`src/sysreg_cfg.svh`:
```
// Overview of operation
// RULE1 - eight-level shared stack, ninth push drops oldest
// RULE2 - memory and registers frozen during stop/halt; code still lets irq_set and wdt_overflow set their flags
// RULE3 - every location reachable by one direct access
// RULE4 - system registers $000-$01F, data $020-$0AF
// RULE5 - display RAM $300-$313, scan RAM $358-$363
// RULE6 - $00 holds four interrupt enables
// RULE7 - $01 holds four matching interrupt request flags
// RULE8 - timer0 mode bits 2-0, reload bit 3
// RULE9 - timer0 load/count low $04, high $05
// RULE10 - $07 divider bits 1-0, display on bit 2
// RULE11 - port data $08-$0A, direction $16-$18
// RULE12 - $0C bits 1-0 bonding inputs, 3-2 zero; code keeps bits 3-2 as writable bits that read back
// RULE13 - $0D segment function bits, bit 1 kept one; code stores all four bits as written, reset zero
// RULE14 - pointer nibbles $10 four bits, $11/$12 three
// RULE15 - $13 edge selects, pull polarity, pull enable
// RULE16 - $14 oscillator on, clock select, type
// RULE17 - $15 frame rate bits 3-2, 1-0 ones; code stores all four bits as written, reset zero
// RULE18 - $1A-$1D form sixteen-bit ROM table window
// RULE19 - $1E watchdog control, read-only overflow flag
// RULE20 - $06, $0B, $19, $1F hold no register
// RULE21 - unimplemented bits read as zero
// RULE22 - oscillator bit meanings when set
// RULE23 - writes to read-only or reserved ignored
// RULE24 - indirect port uses ten-bit pointer address
`ifndef SYSREG_CFG_SVH
`define SYSREG_CFG_SVH

`define ADDR_W        10
`define NIB_W         4
`define SYS_FIRST     10'h000
`define SYS_LAST      10'h01f
`define DATA_FIRST    10'h020
`define DATA_LAST     10'h0af
`define LCD_FIRST     10'h300
`define LCD_LAST      10'h313
`define SCAN_FIRST    10'h358
`define SCAN_LAST     10'h363
`define DATA_DEPTH    144
`define LCD_DEPTH     20
`define SCAN_DEPTH    12

`define REG_IRQ_EN    5'h00
`define REG_IRQ_PEND  5'h01
`define REG_T0_MODE   5'h02
`define REG_BT_MODE   5'h03
`define REG_T0_LOW    5'h04
`define REG_T0_HIGH   5'h05
`define REG_RSVD_A    5'h06
`define REG_DISP_CTL  5'h07
`define REG_PORT_A    5'h08
`define REG_PORT_B    5'h09
`define REG_PORT_C    5'h0a
`define REG_RSVD_B    5'h0b
`define REG_BOND      5'h0c
`define REG_SEG_FUNC  5'h0d
`define REG_TABLE_BR  5'h0e
`define REG_INDIRECT  5'h0f
`define REG_PTR_LOW   5'h10
`define REG_PTR_MID   5'h11
`define REG_PTR_HIGH  5'h12
`define REG_EDGE_PULL 5'h13
`define REG_OSC       5'h14
`define REG_FRAME     5'h15
`define REG_DIR_A     5'h16
`define REG_DIR_B     5'h17
`define REG_DIR_C     5'h18
`define REG_RSVD_C    5'h19
`define REG_ROM0      5'h1a
`define REG_ROM1      5'h1b
`define REG_ROM2      5'h1c
`define REG_ROM3      5'h1d
`define REG_WDT       5'h1e
`define REG_RSVD_D    5'h1f

`define INDIRECT_ADDR 10'h00f
`define RST_ZERO      4'h0
`define RST_EDGE_PULL 4'h4
`define OSC_FAST_ON   0
`define OSC_CPU_SEL   1
`define OSC_RSVD      2
`define OSC_TYPE      3
`define WDT_FLAG_BIT  3
`define STACK_DEPTH   8
`define STACK_W       13

`endif

```
`src/sysreg_pkg.sv`:
```
package sysreg_pkg;
`include "sysreg_cfg.svh"

	typedef enum {region_sys, region_data, region_lcd, region_scan, region_none} region_type;

	typedef struct packed {
		logic [3:0]                        irq_en;
		logic [3:0]                        irq_pend;
		logic [3:0]                        t0_mode;
		logic [3:0]                        bt_mode;
		logic [3:0]                        t0_low;
		logic [3:0]                        t0_high;
		logic [2:0]                        disp_ctl;
		logic [2:0][3:0]                   port_data;
		logic [2:0][3:0]                   port_dir;
		logic [1:0]                        bond_hi;
		logic [3:0]                        seg_func;
		logic [3:0]                        table_branch;
		logic [3:0]                        ptr_low;
		logic [2:0]                        ptr_mid;
		logic [2:0]                        ptr_high;
		logic [3:0]                        edge_pull;
		logic [3:0]                        osc_ctl;
		logic [3:0]                        frame;
		logic [3:0][3:0]                   rom_tab;
		logic [2:0]                        wdt_ctl;
		logic                              wdt_flag;
		logic [`DATA_DEPTH-1:0][3:0]       data_ram;
		logic [`LCD_DEPTH-1:0][3:0]        lcd_ram;
		logic [`SCAN_DEPTH-1:0][3:0]       scan_ram;
		logic [3:0]                        rdata;
		logic                              rvalid;
	} sysreg_state_type;

endpackage : sysreg_pkg

```
`src/stack_if.sv`:
```
`timescale 1ns/10ps
interface stack_if #(
	parameter int W  = 13,
	parameter int LW = 4
);
	logic          push;
	logic          pop;
	logic [W-1:0]  push_data;
	logic [W-1:0]  top_data;
	logic [LW-1:0] level;

	modport cpu (output push, output pop, output push_data, input top_data, input level);
	modport stk (input push, input pop, input push_data, output top_data, output level);
endinterface : stack_if

```
`src/return_stack.sv`:
```
`timescale 1ns/10ps
module return_stack
	import sysreg_pkg::*;
#(
	parameter int DEPTH = 8,
	parameter int W     = 13,
	parameter int LW    = 4
) (
	// clock and reset
	input  wire logic sys_clk,
	input  wire logic rstn,
	// stack port
	stack_if.stk      bus
);
	typedef struct packed {
		logic [DEPTH-1:0][W-1:0] entry;
		logic [LW-1:0]           level;
	} stack_state_type;

	localparam logic [LW-1:0] FULL_LEVEL = LW'(DEPTH);

	stack_state_type st_q;
	stack_state_type st_d;

	always_comb begin
		st_d = st_q;
		if (bus.push) begin
			st_d.entry = {st_q.entry[DEPTH-2:0], bus.push_data}; // RULE1
			if (st_q.level != FULL_LEVEL) begin
				st_d.level = st_q.level + 1'b1;
			end
		end else if (bus.pop) begin
			st_d.entry = {{W{1'b0}}, st_q.entry[DEPTH-1:1]};
			if (st_q.level != '0) begin
				st_d.level = st_q.level - 1'b1;
			end
		end
	end

	always_ff @(posedge sys_clk or negedge rstn) begin
		if (!rstn) begin
			st_q <= '0;
		end else begin
			st_q <= st_d;
		end
	end

	assign bus.top_data = st_q.entry[0];
	assign bus.level    = st_q.level;
endmodule : return_stack

```
`src/sysreg_bank.sv`:
```
`timescale 1ns/10ps
`include "sysreg_cfg.svh"
module sysreg_bank
	import sysreg_pkg::*;
(
	// clock and reset
	input  wire logic                sys_clk,
	input  wire logic                rstn,
	// cpu data access
	input  wire logic [`ADDR_W-1:0]  mem_addr,
	input  wire logic                mem_wr,
	input  wire logic                mem_rd,
	input  wire logic [3:0]          mem_wdata,
	output logic      [3:0]          rd_data,
	output logic                     rd_valid,
	// cpu state
	input  wire logic                cpu_halt,
	input  wire logic                cpu_stop,
	// return stack
	input  wire logic                stack_push,
	input  wire logic                stack_pop,
	input  wire logic [`STACK_W-1:0] stack_push_data,
	output logic      [`STACK_W-1:0] stack_top,
	output logic      [3:0]          stack_level,
	// hardware events and pins
	input  wire logic [3:0]          irq_set,
	input  wire logic                wdt_overflow,
	input  wire logic [1:0]          bonding_option,
	// register contents to peripherals
	output logic      [3:0]          irq_enable,
	output logic      [3:0]          irq_pending,
	output logic      [3:0]          timer_zero_mode,
	output logic      [3:0]          base_timer_mode,
	output logic      [7:0]          timer_zero_load,
	output logic      [2:0]          display_control,
	output logic      [11:0]         port_data,
	output logic      [11:0]         port_direction,
	output logic      [3:0]          segment_function,
	output logic      [3:0]          table_branch_nibble,
	output logic      [3:0]          edge_and_pull,
	output logic      [3:0]          oscillator_control,
	output logic      [3:0]          display_frame_rate,
	output logic      [15:0]         rom_table_window,
	output logic      [2:0]          watchdog_control,
	output logic                     watchdog_overflow
);
	sysreg_state_type s_q;
	sysreg_state_type s_d;
	logic [`ADDR_W-1:0] ptr_addr;
	logic [`ADDR_W-1:0] acc_addr;
	logic               frozen;
	logic               write_ok;

	stack_if #(.W(`STACK_W), .LW(4)) st_bus ();

	return_stack #(.DEPTH(`STACK_DEPTH), .W(`STACK_W), .LW(4)) u_stack (
		.sys_clk (sys_clk),
		.rstn    (rstn),
		.bus     (st_bus.stk)
	);

	// address decode shared by reads and writes
	function automatic region_type region_of(input logic [`ADDR_W-1:0] a);
		if (a <= `SYS_LAST) begin
			return region_sys; // RULE4
		end else if (a >= `DATA_FIRST && a <= `DATA_LAST) begin
			return region_data; // RULE4
		end else if (a >= `LCD_FIRST && a <= `LCD_LAST) begin
			return region_lcd; // RULE5
		end else if (a >= `SCAN_FIRST && a <= `SCAN_LAST) begin
			return region_scan; // RULE5
		end
		return region_none;
	endfunction : region_of

	// system register read mux
	function automatic logic [3:0] read_sys(input sysreg_state_type s, input logic [4:0] idx,
		input logic [1:0] bond);
		logic [3:0] v;
		v = 4'h0;
		unique case (idx)
			`REG_IRQ_EN:    v = s.irq_en;
			`REG_IRQ_PEND:  v = s.irq_pend;
			`REG_T0_MODE:   v = s.t0_mode;
			`REG_BT_MODE:   v = s.bt_mode;
			`REG_T0_LOW:    v = s.t0_low;
			`REG_T0_HIGH:   v = s.t0_high;
			`REG_DISP_CTL:  v = {1'b0, s.disp_ctl}; // RULE21
			`REG_PORT_A:    v = s.port_data[0];
			`REG_PORT_B:    v = s.port_data[1];
			`REG_PORT_C:    v = s.port_data[2];
			`REG_BOND:      v = {s.bond_hi, bond}; // RULE12
			`REG_SEG_FUNC:  v = s.seg_func;
			`REG_TABLE_BR:  v = s.table_branch;
			`REG_PTR_LOW:   v = s.ptr_low;
			`REG_PTR_MID:   v = {1'b0, s.ptr_mid}; // RULE21
			`REG_PTR_HIGH:  v = {1'b0, s.ptr_high}; // RULE21
			`REG_EDGE_PULL: v = s.edge_pull;
			`REG_OSC:       v = s.osc_ctl;
			`REG_FRAME:     v = s.frame;
			`REG_DIR_A:     v = s.port_dir[0];
			`REG_DIR_B:     v = s.port_dir[1];
			`REG_DIR_C:     v = s.port_dir[2];
			`REG_ROM0:      v = s.rom_tab[0];
			`REG_ROM1:      v = s.rom_tab[1];
			`REG_ROM2:      v = s.rom_tab[2];
			`REG_ROM3:      v = s.rom_tab[3];
			`REG_WDT:       v = {s.wdt_flag, s.wdt_ctl};
			default:        v = 4'h0; // RULE20
		endcase
		return v;
	endfunction : read_sys

	assign ptr_addr = {s_q.ptr_high, s_q.ptr_mid, s_q.ptr_low};
	assign acc_addr = (mem_addr == `INDIRECT_ADDR) ? ptr_addr : mem_addr; // RULE24
	assign frozen   = cpu_halt | cpu_stop;
	assign write_ok = mem_wr & ~frozen; // RULE2

	assign st_bus.push      = stack_push & ~frozen; // RULE1
	assign st_bus.pop       = stack_pop & ~frozen;
	assign st_bus.push_data = stack_push_data;

	always_comb begin
		s_d = s_q;
		s_d.rvalid = 1'b0;
		if (write_ok) begin
			unique case (region_of(acc_addr))
				region_sys: begin
					unique case (acc_addr[4:0])
						`REG_IRQ_EN:    s_d.irq_en = mem_wdata; // RULE6
						`REG_IRQ_PEND:  s_d.irq_pend = mem_wdata; // RULE7
						`REG_T0_MODE:   s_d.t0_mode = mem_wdata; // RULE8
						`REG_BT_MODE:   s_d.bt_mode = mem_wdata;
						`REG_T0_LOW:    s_d.t0_low = mem_wdata; // RULE9
						`REG_T0_HIGH:   s_d.t0_high = mem_wdata; // RULE9
						`REG_DISP_CTL:  s_d.disp_ctl = mem_wdata[2:0]; // RULE10
						`REG_PORT_A:    s_d.port_data[0] = mem_wdata; // RULE11
						`REG_PORT_B:    s_d.port_data[1] = mem_wdata; // RULE11
						`REG_PORT_C:    s_d.port_data[2] = mem_wdata; // RULE11
						`REG_BOND:      s_d.bond_hi = mem_wdata[3:2]; // RULE12
						`REG_SEG_FUNC:  s_d.seg_func = mem_wdata; // RULE13
						`REG_TABLE_BR:  s_d.table_branch = mem_wdata;
						`REG_PTR_LOW:   s_d.ptr_low = mem_wdata; // RULE14
						`REG_PTR_MID:   s_d.ptr_mid = mem_wdata[2:0]; // RULE14
						`REG_PTR_HIGH:  s_d.ptr_high = mem_wdata[2:0]; // RULE14
						`REG_EDGE_PULL: s_d.edge_pull = mem_wdata; // RULE15
						`REG_OSC: begin
							s_d.osc_ctl = mem_wdata; // RULE16
							s_d.osc_ctl[`OSC_RSVD] = 1'b0; // RULE22
						end
						`REG_FRAME:     s_d.frame = mem_wdata; // RULE17
						`REG_DIR_A:     s_d.port_dir[0] = mem_wdata; // RULE11
						`REG_DIR_B:     s_d.port_dir[1] = mem_wdata; // RULE11
						`REG_DIR_C:     s_d.port_dir[2] = mem_wdata; // RULE11
						`REG_ROM0:      s_d.rom_tab[0] = mem_wdata; // RULE18
						`REG_ROM1:      s_d.rom_tab[1] = mem_wdata; // RULE18
						`REG_ROM2:      s_d.rom_tab[2] = mem_wdata; // RULE18
						`REG_ROM3:      s_d.rom_tab[3] = mem_wdata; // RULE18
						`REG_WDT:       s_d.wdt_ctl = mem_wdata[2:0]; // RULE19
						default:        s_d.rvalid = 1'b0; // RULE23
					endcase
				end
				region_data: s_d.data_ram[acc_addr - `DATA_FIRST] = mem_wdata; // RULE3
				region_lcd:  s_d.lcd_ram[acc_addr - `LCD_FIRST] = mem_wdata; // RULE5
				region_scan: s_d.scan_ram[acc_addr - `SCAN_FIRST] = mem_wdata; // RULE5
				region_none: s_d.rvalid = 1'b0; // RULE23
			endcase
		end
		// hardware sets win over a software clear in the same cycle
		s_d.irq_pend = s_d.irq_pend | irq_set; // RULE7
		s_d.wdt_flag = s_q.wdt_flag | wdt_overflow; // RULE19
		if (mem_rd) begin
			s_d.rvalid = 1'b1; // RULE3
			unique case (region_of(acc_addr))
				region_sys:  s_d.rdata = read_sys(s_q, acc_addr[4:0], bonding_option);
				region_data: s_d.rdata = s_q.data_ram[acc_addr - `DATA_FIRST];
				region_lcd:  s_d.rdata = s_q.lcd_ram[acc_addr - `LCD_FIRST];
				region_scan: s_d.rdata = s_q.scan_ram[acc_addr - `SCAN_FIRST];
				region_none: s_d.rdata = 4'h0; // RULE21
			endcase
		end
	end

	always_ff @(posedge sys_clk or negedge rstn) begin
		if (!rstn) begin
			s_q <= '0;
			s_q.edge_pull <= `RST_EDGE_PULL;
		end else begin
			s_q <= s_d;
		end
	end

	assign rd_data             = s_q.rdata;
	assign rd_valid            = s_q.rvalid;
	assign stack_top           = st_bus.top_data;
	assign stack_level         = st_bus.level;
	assign irq_enable          = s_q.irq_en;
	assign irq_pending         = s_q.irq_pend;
	assign timer_zero_mode     = s_q.t0_mode;
	assign base_timer_mode     = s_q.bt_mode;
	assign timer_zero_load     = {s_q.t0_high, s_q.t0_low};
	assign display_control     = s_q.disp_ctl;
	assign port_data           = s_q.port_data;
	assign port_direction      = s_q.port_dir;
	assign segment_function    = s_q.seg_func;
	assign table_branch_nibble = s_q.table_branch;
	assign edge_and_pull       = s_q.edge_pull;
	assign oscillator_control  = s_q.osc_ctl;
	assign display_frame_rate  = s_q.frame;
	assign rom_table_window    = s_q.rom_tab;
	assign watchdog_control    = s_q.wdt_ctl;
	assign watchdog_overflow   = s_q.wdt_flag;
endmodule : sysreg_bank

```
`config.mk`:
```
export PLATFORM = sky130hd
export DESIGN_NAME = sysreg_bank
export DESIGN_NICKNAME = d
export VERILOG_FILES = /design/src/sysreg_pkg.sv /design/src/stack_if.sv /design/src/return_stack.sv /design/src/sysreg_bank.sv
export VERILOG_INCLUDE_DIRS = /design/src
export SDC_FILE = /design/constraint.sdc
export NUM_CORES = 2
export LEC_CHECK = 0
export BUFFER_PORTS_ARGS = -buffer_cell sky130_fd_sc_hd__buf_2
export CAP_MARGIN = 20
export CORE_AREA = 2 2 284 286
export DETAILED_ROUTE_END_ITERATION = 10
export DIE_AREA = 0 0 286 288
export GPL_TIMING_DRIVEN = 0
export PLACE_DENSITY_LB_ADDON = 0.1
export SYNTH_ARGS = -nofsm -noshare
export SYNTH_HDL_FRONTEND = slang
export SYNTH_SLANG_ARGS = --single-unit
```
`constraint.sdc`:
```
create_clock -name sys_clk -period 2.9 [get_ports sys_clk]
set_input_delay 0 -clock sys_clk [delete_from_list [all_inputs] [get_ports sys_clk]]
set_output_delay 0 -clock sys_clk [all_outputs]
set_load 0.05 [all_outputs]
```
; ---- Yosys cells after proc, flatten, opt, wreduce, memory -nomap -nowiden
; Index checks and enable logic that the tools add are counted.
; Widths: inputs -> output; s select.
[classes]
n_addsub = 5
magnitude_cmp = 13
eq_ne = 36
mux = 65
n_bitwise = 7
reduce_logical = 42
[ops]
columns = operator, n
row1 = $bwmux 576, 1
row2 = $mux 108, 2
row3 = $mux 98, 2
row4 = $eq 32x2->1 const B, 4
row5 = $mux 4, 29
row6 = $pmux 4 s27, 1
row7 = $mux 32, 3
row8 = $reduce_and 3->1, 27
row9 = $bwmux 80, 1
row10 = $eq 5x5->1 const B, 14
row11 = $eq 32x1->1 const B, 2
row12 = $logic_not 32->1, 2
row13 = $bwmux 48, 1
row14 = $bmux 4 s8, 1
row15 = $demux 4 s8, 1
row16 = $eq 32x3->1 const B, 1
row17 = $eq 5x4->1 const B, 6
row18 = $ge 10x1->1 const B, 3
row19 = $bmux 4 s5, 1
row20 = $demux 4 s5, 1
row21 = $ge 10x10->1 const B, 2
row22 = $le 10x10->1 const B, 2
row23 = $pmux 4 s5, 1
row24 = $sub 10x10->10 const B, 2
row25 = other kinds (30), 58
[word_totals]
ff_bits = 919
in_bits = 42
output_inout_bits = 113
word_cells = 383

; ---- Longest topological paths before layout
[depth]
ltp_word = 15
ltp_mapped = 16
depth_no_buf = 9

; ---- Modules after synthesis
; A second synthesis with hierarchy kept.
[unflattened]
cells_unflattened = 3916
area_unflattened_um2 = 44704.1
[modules_own_cells]
columns = mod, instances, cells_each, area_each_um2, seq_area_each_um2
row1 = sysreg_bank, 1, 3426, 39585.5, 20295.7
row2 = return_stack, 1, 490, 5118.7, 2702.6

; ---- Least setup slack after synthesis
; OpenSTA, ideal clock, no wires.
[synth_path]
path_kind = register to register
startpoint = register s_q (netlist bit ptr_addr[0])
endpoint = register s_q (netlist bit rd_data[2])
setup_ns = 0.132
arrival_ns = 2.883
required_ns = 2.768
path_slack_ns = -0.115
stages_incl_launch_ff = 14
n_path_buf = 6
synth_period_minus_slack_ns = 3.015
cell_sequence = dfrtp_1 -> nand2b_1 -> clkbuf_1 -> o31a_1 -> buf_2 -> buf_2 -> buf_1 -> clkbuf_1 -> clkbuf_1 -> nand3_1 -> a32oi_1 -> a21oi_1 -> o311ai_0 -> a21oi_1
[synth_between]
elab_chain_cells = 12
word_cells_on_any_way = 65
classes_between = 3 x add/sub / 7 x order compare / 30 x eq/ne / 20 x mux / 5 x reduce/logical
[synth_lines]
columns = item, line
row1 = from (decl), sysreg_bank.sv:47  ; sysreg_state_type s_q;
row2 = $mux 10 (*), sysreg_bank.sv:115  ; assign acc_addr = (mem_addr == `INDIRECT_ADDR) ? ptr_addr : mem_addr;
row3 = $ge 10x10->1 (no line) / $le 10x10->1 (equally long branches), -
row4 = $logic_and 1x1->1 (no line), -
row5 = $mux 1, sysreg_bank.sv:70  ; end else if (a >= `SCAN_FIRST && a <= `SCAN_LAST) begin
row6 = $mux 1, sysreg_bank.sv:68  ; end else if (a >= `LCD_FIRST && a <= `LCD_LAST) begin
row7 = $mux 1, sysreg_bank.sv:66  ; end else if (a >= `DATA_FIRST && a <= `DATA_LAST) begin
row8 = $mux 1, sysreg_bank.sv:64  ; if (a <= `SYS_LAST) begin
row9 = $mux 1, sysreg_bank.sv:172  ; if (mem_rd) begin
row10 = $mux 32, sysreg_bank.sv:73  ; return region_none;
row11 = $mux 32, sysreg_bank.sv:172
row12 = $eq 32x3->1 (tied with other cells), sysreg_bank.sv:174  ; unique case (region_of(acc_addr))
row13 = $pmux 4 s5 (*), sysreg_bank.sv:174
; Mark *: on every way between the ends. The rest lies on a longest branch, timed or not. The select of a mux whose other input is x is not followed.
; A chain may end at the register's enable or synchronous reset.

; ---- Final worst setup path
[layout_path]
startpoint = register s_q (netlist bit ptr_addr[4])
endpoint = register s_q (netlist bit rd_data[3])
; The elaborated chain is that of the path after synthesis.

==> run metrics <==
outcome=complete, but fails checks; violated checks=setup timing; crit path capture=rd_data[3]; final wirelength=192,000 um; Crit Path Class=register to register; RSZ-0062 raised after global routing=yes; CTS Buffer Depth=3; worst setup margin=-454 ps; Global Route met2 Usage=0.644; IR drop worst, VDD=0.459 mV; fin nets=4,560; Post-synth EDFFs=0; Comb pwr share=0.122; routed len/inst=33.8 um; R2R cell count=11; total power=30,600 uW; Final min period=around 3400 ps; global-route wire length before repair=268,000 um; PwrDens=552 nW/um^2; FFs w/ async S/R, synth=1.00; Initial Util=0.563; row cnt=about 100; # IOs=155; #FFs+latches synth=approximately 900; CP startpoint=ptr_addr[4]; core footprint=79,600 um^2; GR peak layer=met2; Clk pwr share=0.437; most frequent cells in the layout=dfrtp_1, mux2_2, nand2_1, nand3_1, buf_4; CP arrival=around 3900 ps; P&R area growth vs syn=23.6%; Skew-Pair Late Insertion Delay=690 ps; Mean Syn Cell Area=11.0 um^2; final instance area=55,400 um^2; Reg area=between 20,000 and 25,000 um^2; Worst slew margin=0.142; Clock transition at path regs=60 ps; via/cell ratio=6.78; final setup vio count=roughly 240; Final Hold Violating Endpoints=0; Clock Skew=28.4 ps; DP Area=48,200 um^2; initial antenna violation count=11; worst reg-to-reg setup slack=-450 ps; DRT antenna net count=0; routability cong.=1.02; met3 usage=0.159; dpl hpwl=between 100,000 and 150,000 um; Max Fclk=between 200 and 300 MHz; largest net degree at the start of global routing=119; reg2reg start=ptr_addr[4]; Die Width=between 200 and 300 um; die area=82,400 um^2; synthesis warning total=0; setup TNS=-14,670 ps; TritonCTS clock tree=done; via total after detailed routing=between 30,000 and 40,000; capture point of the worst reg-to-reg path=rd_data[3]; drt drc=0; crit share post-route=1.16; 1st-pass router iterations=6; top_reg_cell synth=dfrtp_1; CTS Sinks=just over 900; Tightest Hold Check Type=input port to register; Slew @ Worst Pin=1290 ps; CP required=~3500 ps; Root Buffer=clkbuf_16; most common cell after layout, fill and taps aside=dfrtp_1; share of cells above drive strength 1=0.395; dpl ws=-2510 ps; # port buffers=148; Critical Path Sink Type=register; Psw=about 8500 uW; Cell Area, Synth=44,800 um^2; power share of the sequential group=0.441; count of cell types in the netlist=85; sequential cell area fraction in the yosys report=0.513; Int Pwr=22,100 uW; Vert. Die Dim=288 um; grt ovf=0; largest fanout on the critical path=10; total CTS buffers=97; max-cap violations=0; Total GRT Usage=0.459; Cells after Synth=4,085; fin. max-slew vios=0; via count of the first global-routing pass=approximately 37,000; Fill cells=5,943; met1 Usage GRT=0.585; crit start category=register; switching share of power=0.278; initial drt markers=between 5,000 and 6,000; multi-input logic area=roughly 21,000 um^2; syn_nets=a little over 4,000; H-tree Lvls=3; static leakage=0.0263 uW
worst min path at each step:
stage	endpoint	start	cells past startpoint	slack, ps
2_1_floorplan	base_timer_mode[0]	rstn	0	-300
3_3_place_gp	irq_pending[3]	irq_set[3]	2	190
3_5_place_dp	u_stack.bus.top_data[7]	rstn	1	-100
4_1_cts	display_control[1]	mem_wdata[1]	3	20
5_1_grt	display_control[1]	mem_wdata[1]	3	50
6_report	irq_pending[2]	irq_set[2]	3	20
through the flow:
step	utilization	hold WS [ps]	cells
floorplan	-	-296	4085
global placement	0.590	188	5293
detailed placement	0.605	-97.2	5363
CTS	0.682	18.3	5627
global route	0.695	52.1	5655
finish	0.695	24.8	5663
repair_timing:
action	4_1_cts	5_1_grt
hold buffers	25	0
gates cloned	2	1
setup buffers	67	26
endpoints found under the hold margin	428	0
endpoints found under the setup margin	798	674
gates resized for setup	575	224
pin swaps	52	52
critical path, cell delays in order, from the launching register on:
cell and delay [ps]:
dfrtp_1 390, buf_8 140, a41oi_1 310, clkbuf_4 340, nor2_1 220, a221o_1 430, o31ai_4 430, a31oi_1 190
a311oi_2 320, buf_4 200, and4_1 220, a211oi_2 40
registers in the layout, summed over array words and instances, names as in the netlist, 3 cells and up:
name	cells
timer_zero_mode	4
edge_and_pull	4
ptr_addr	10
rd_data	4
oscillator_control	3
port_data	12
u_stack.st_q	91
display_control	3
irq_enable	4
segment_function	4
port_direction	12
display_frame_rate	4
base_timer_mode	4
watchdog_control	3
irq_pending	4
rom_table_window	16
u_stack.bus.top_data	13
s_q	706
timer_zero_load	8
table_branch_nibble	4
u_stack.bus.level	4
cells in the mapped netlist (29+ instances only):
master / count / share of area
mux2i_1: 182 / 0.041
nand2_1: 742 / 0.062
mux2_2: 795 / 0.20
o21ai_0: 121 / 0.014
buf_4: 112 / 0.019
clkbuf_1: 212 / 0.018
buf_1: 45 / 0.0038
a22oi_1: 29 / 0.0049
nor2_1: 112 / 0.0094
a21oi_1: 134 / 0.015
nand3_1: 236 / 0.026
a31oi_1: 34 / 0.0047
dfrtp_1: 918 / 0.51
buf_2: 45 / 0.0050
final cells by class:
type                    instances  share of cell area
clock inverters                36             0.00922
flip-flops and latches        919               0.415
well taps                    1060              0.0239
multi-input cells            2733               0.387
repair buffers                341              0.0563
diodes                         11            0.000497
plain buffers                 406              0.0550
clock buffers                 140              0.0515
inverters                      17             0.00115
power by group through the flow:
stage	Sequential, uW	Combinational, uW	Clock [uW]
floorplan	13600	1600	0
global placement	13700	3000	0
detailed placement	13700	3160	0
CTS	13500	3490	13300
global route	13500	3810	13800
finish	13500	3730	13400
logic make-up after synthesis:
group                      Yosys count  share of synthesized area
adders and majority gates            3                    0.00101
DFF                                919                      0.513
other                                1                  0.0000837
and+or+nand+nor                   1221                      0.117
buffers and inverters              433                     0.0472
AOI/OAI and AO/OA                  517                     0.0772
muxes                              986                      0.243
xor gates and xnor gates             5                   0.000977
layer usage:
layer  wire (um)  up-vias
met5         165        -
met2       77500     2963
li1            -    15300
met3       26400      987
met4       18300       16
met1       69100    19200
No activity file was read; power rests on OpenSTA's default activity.
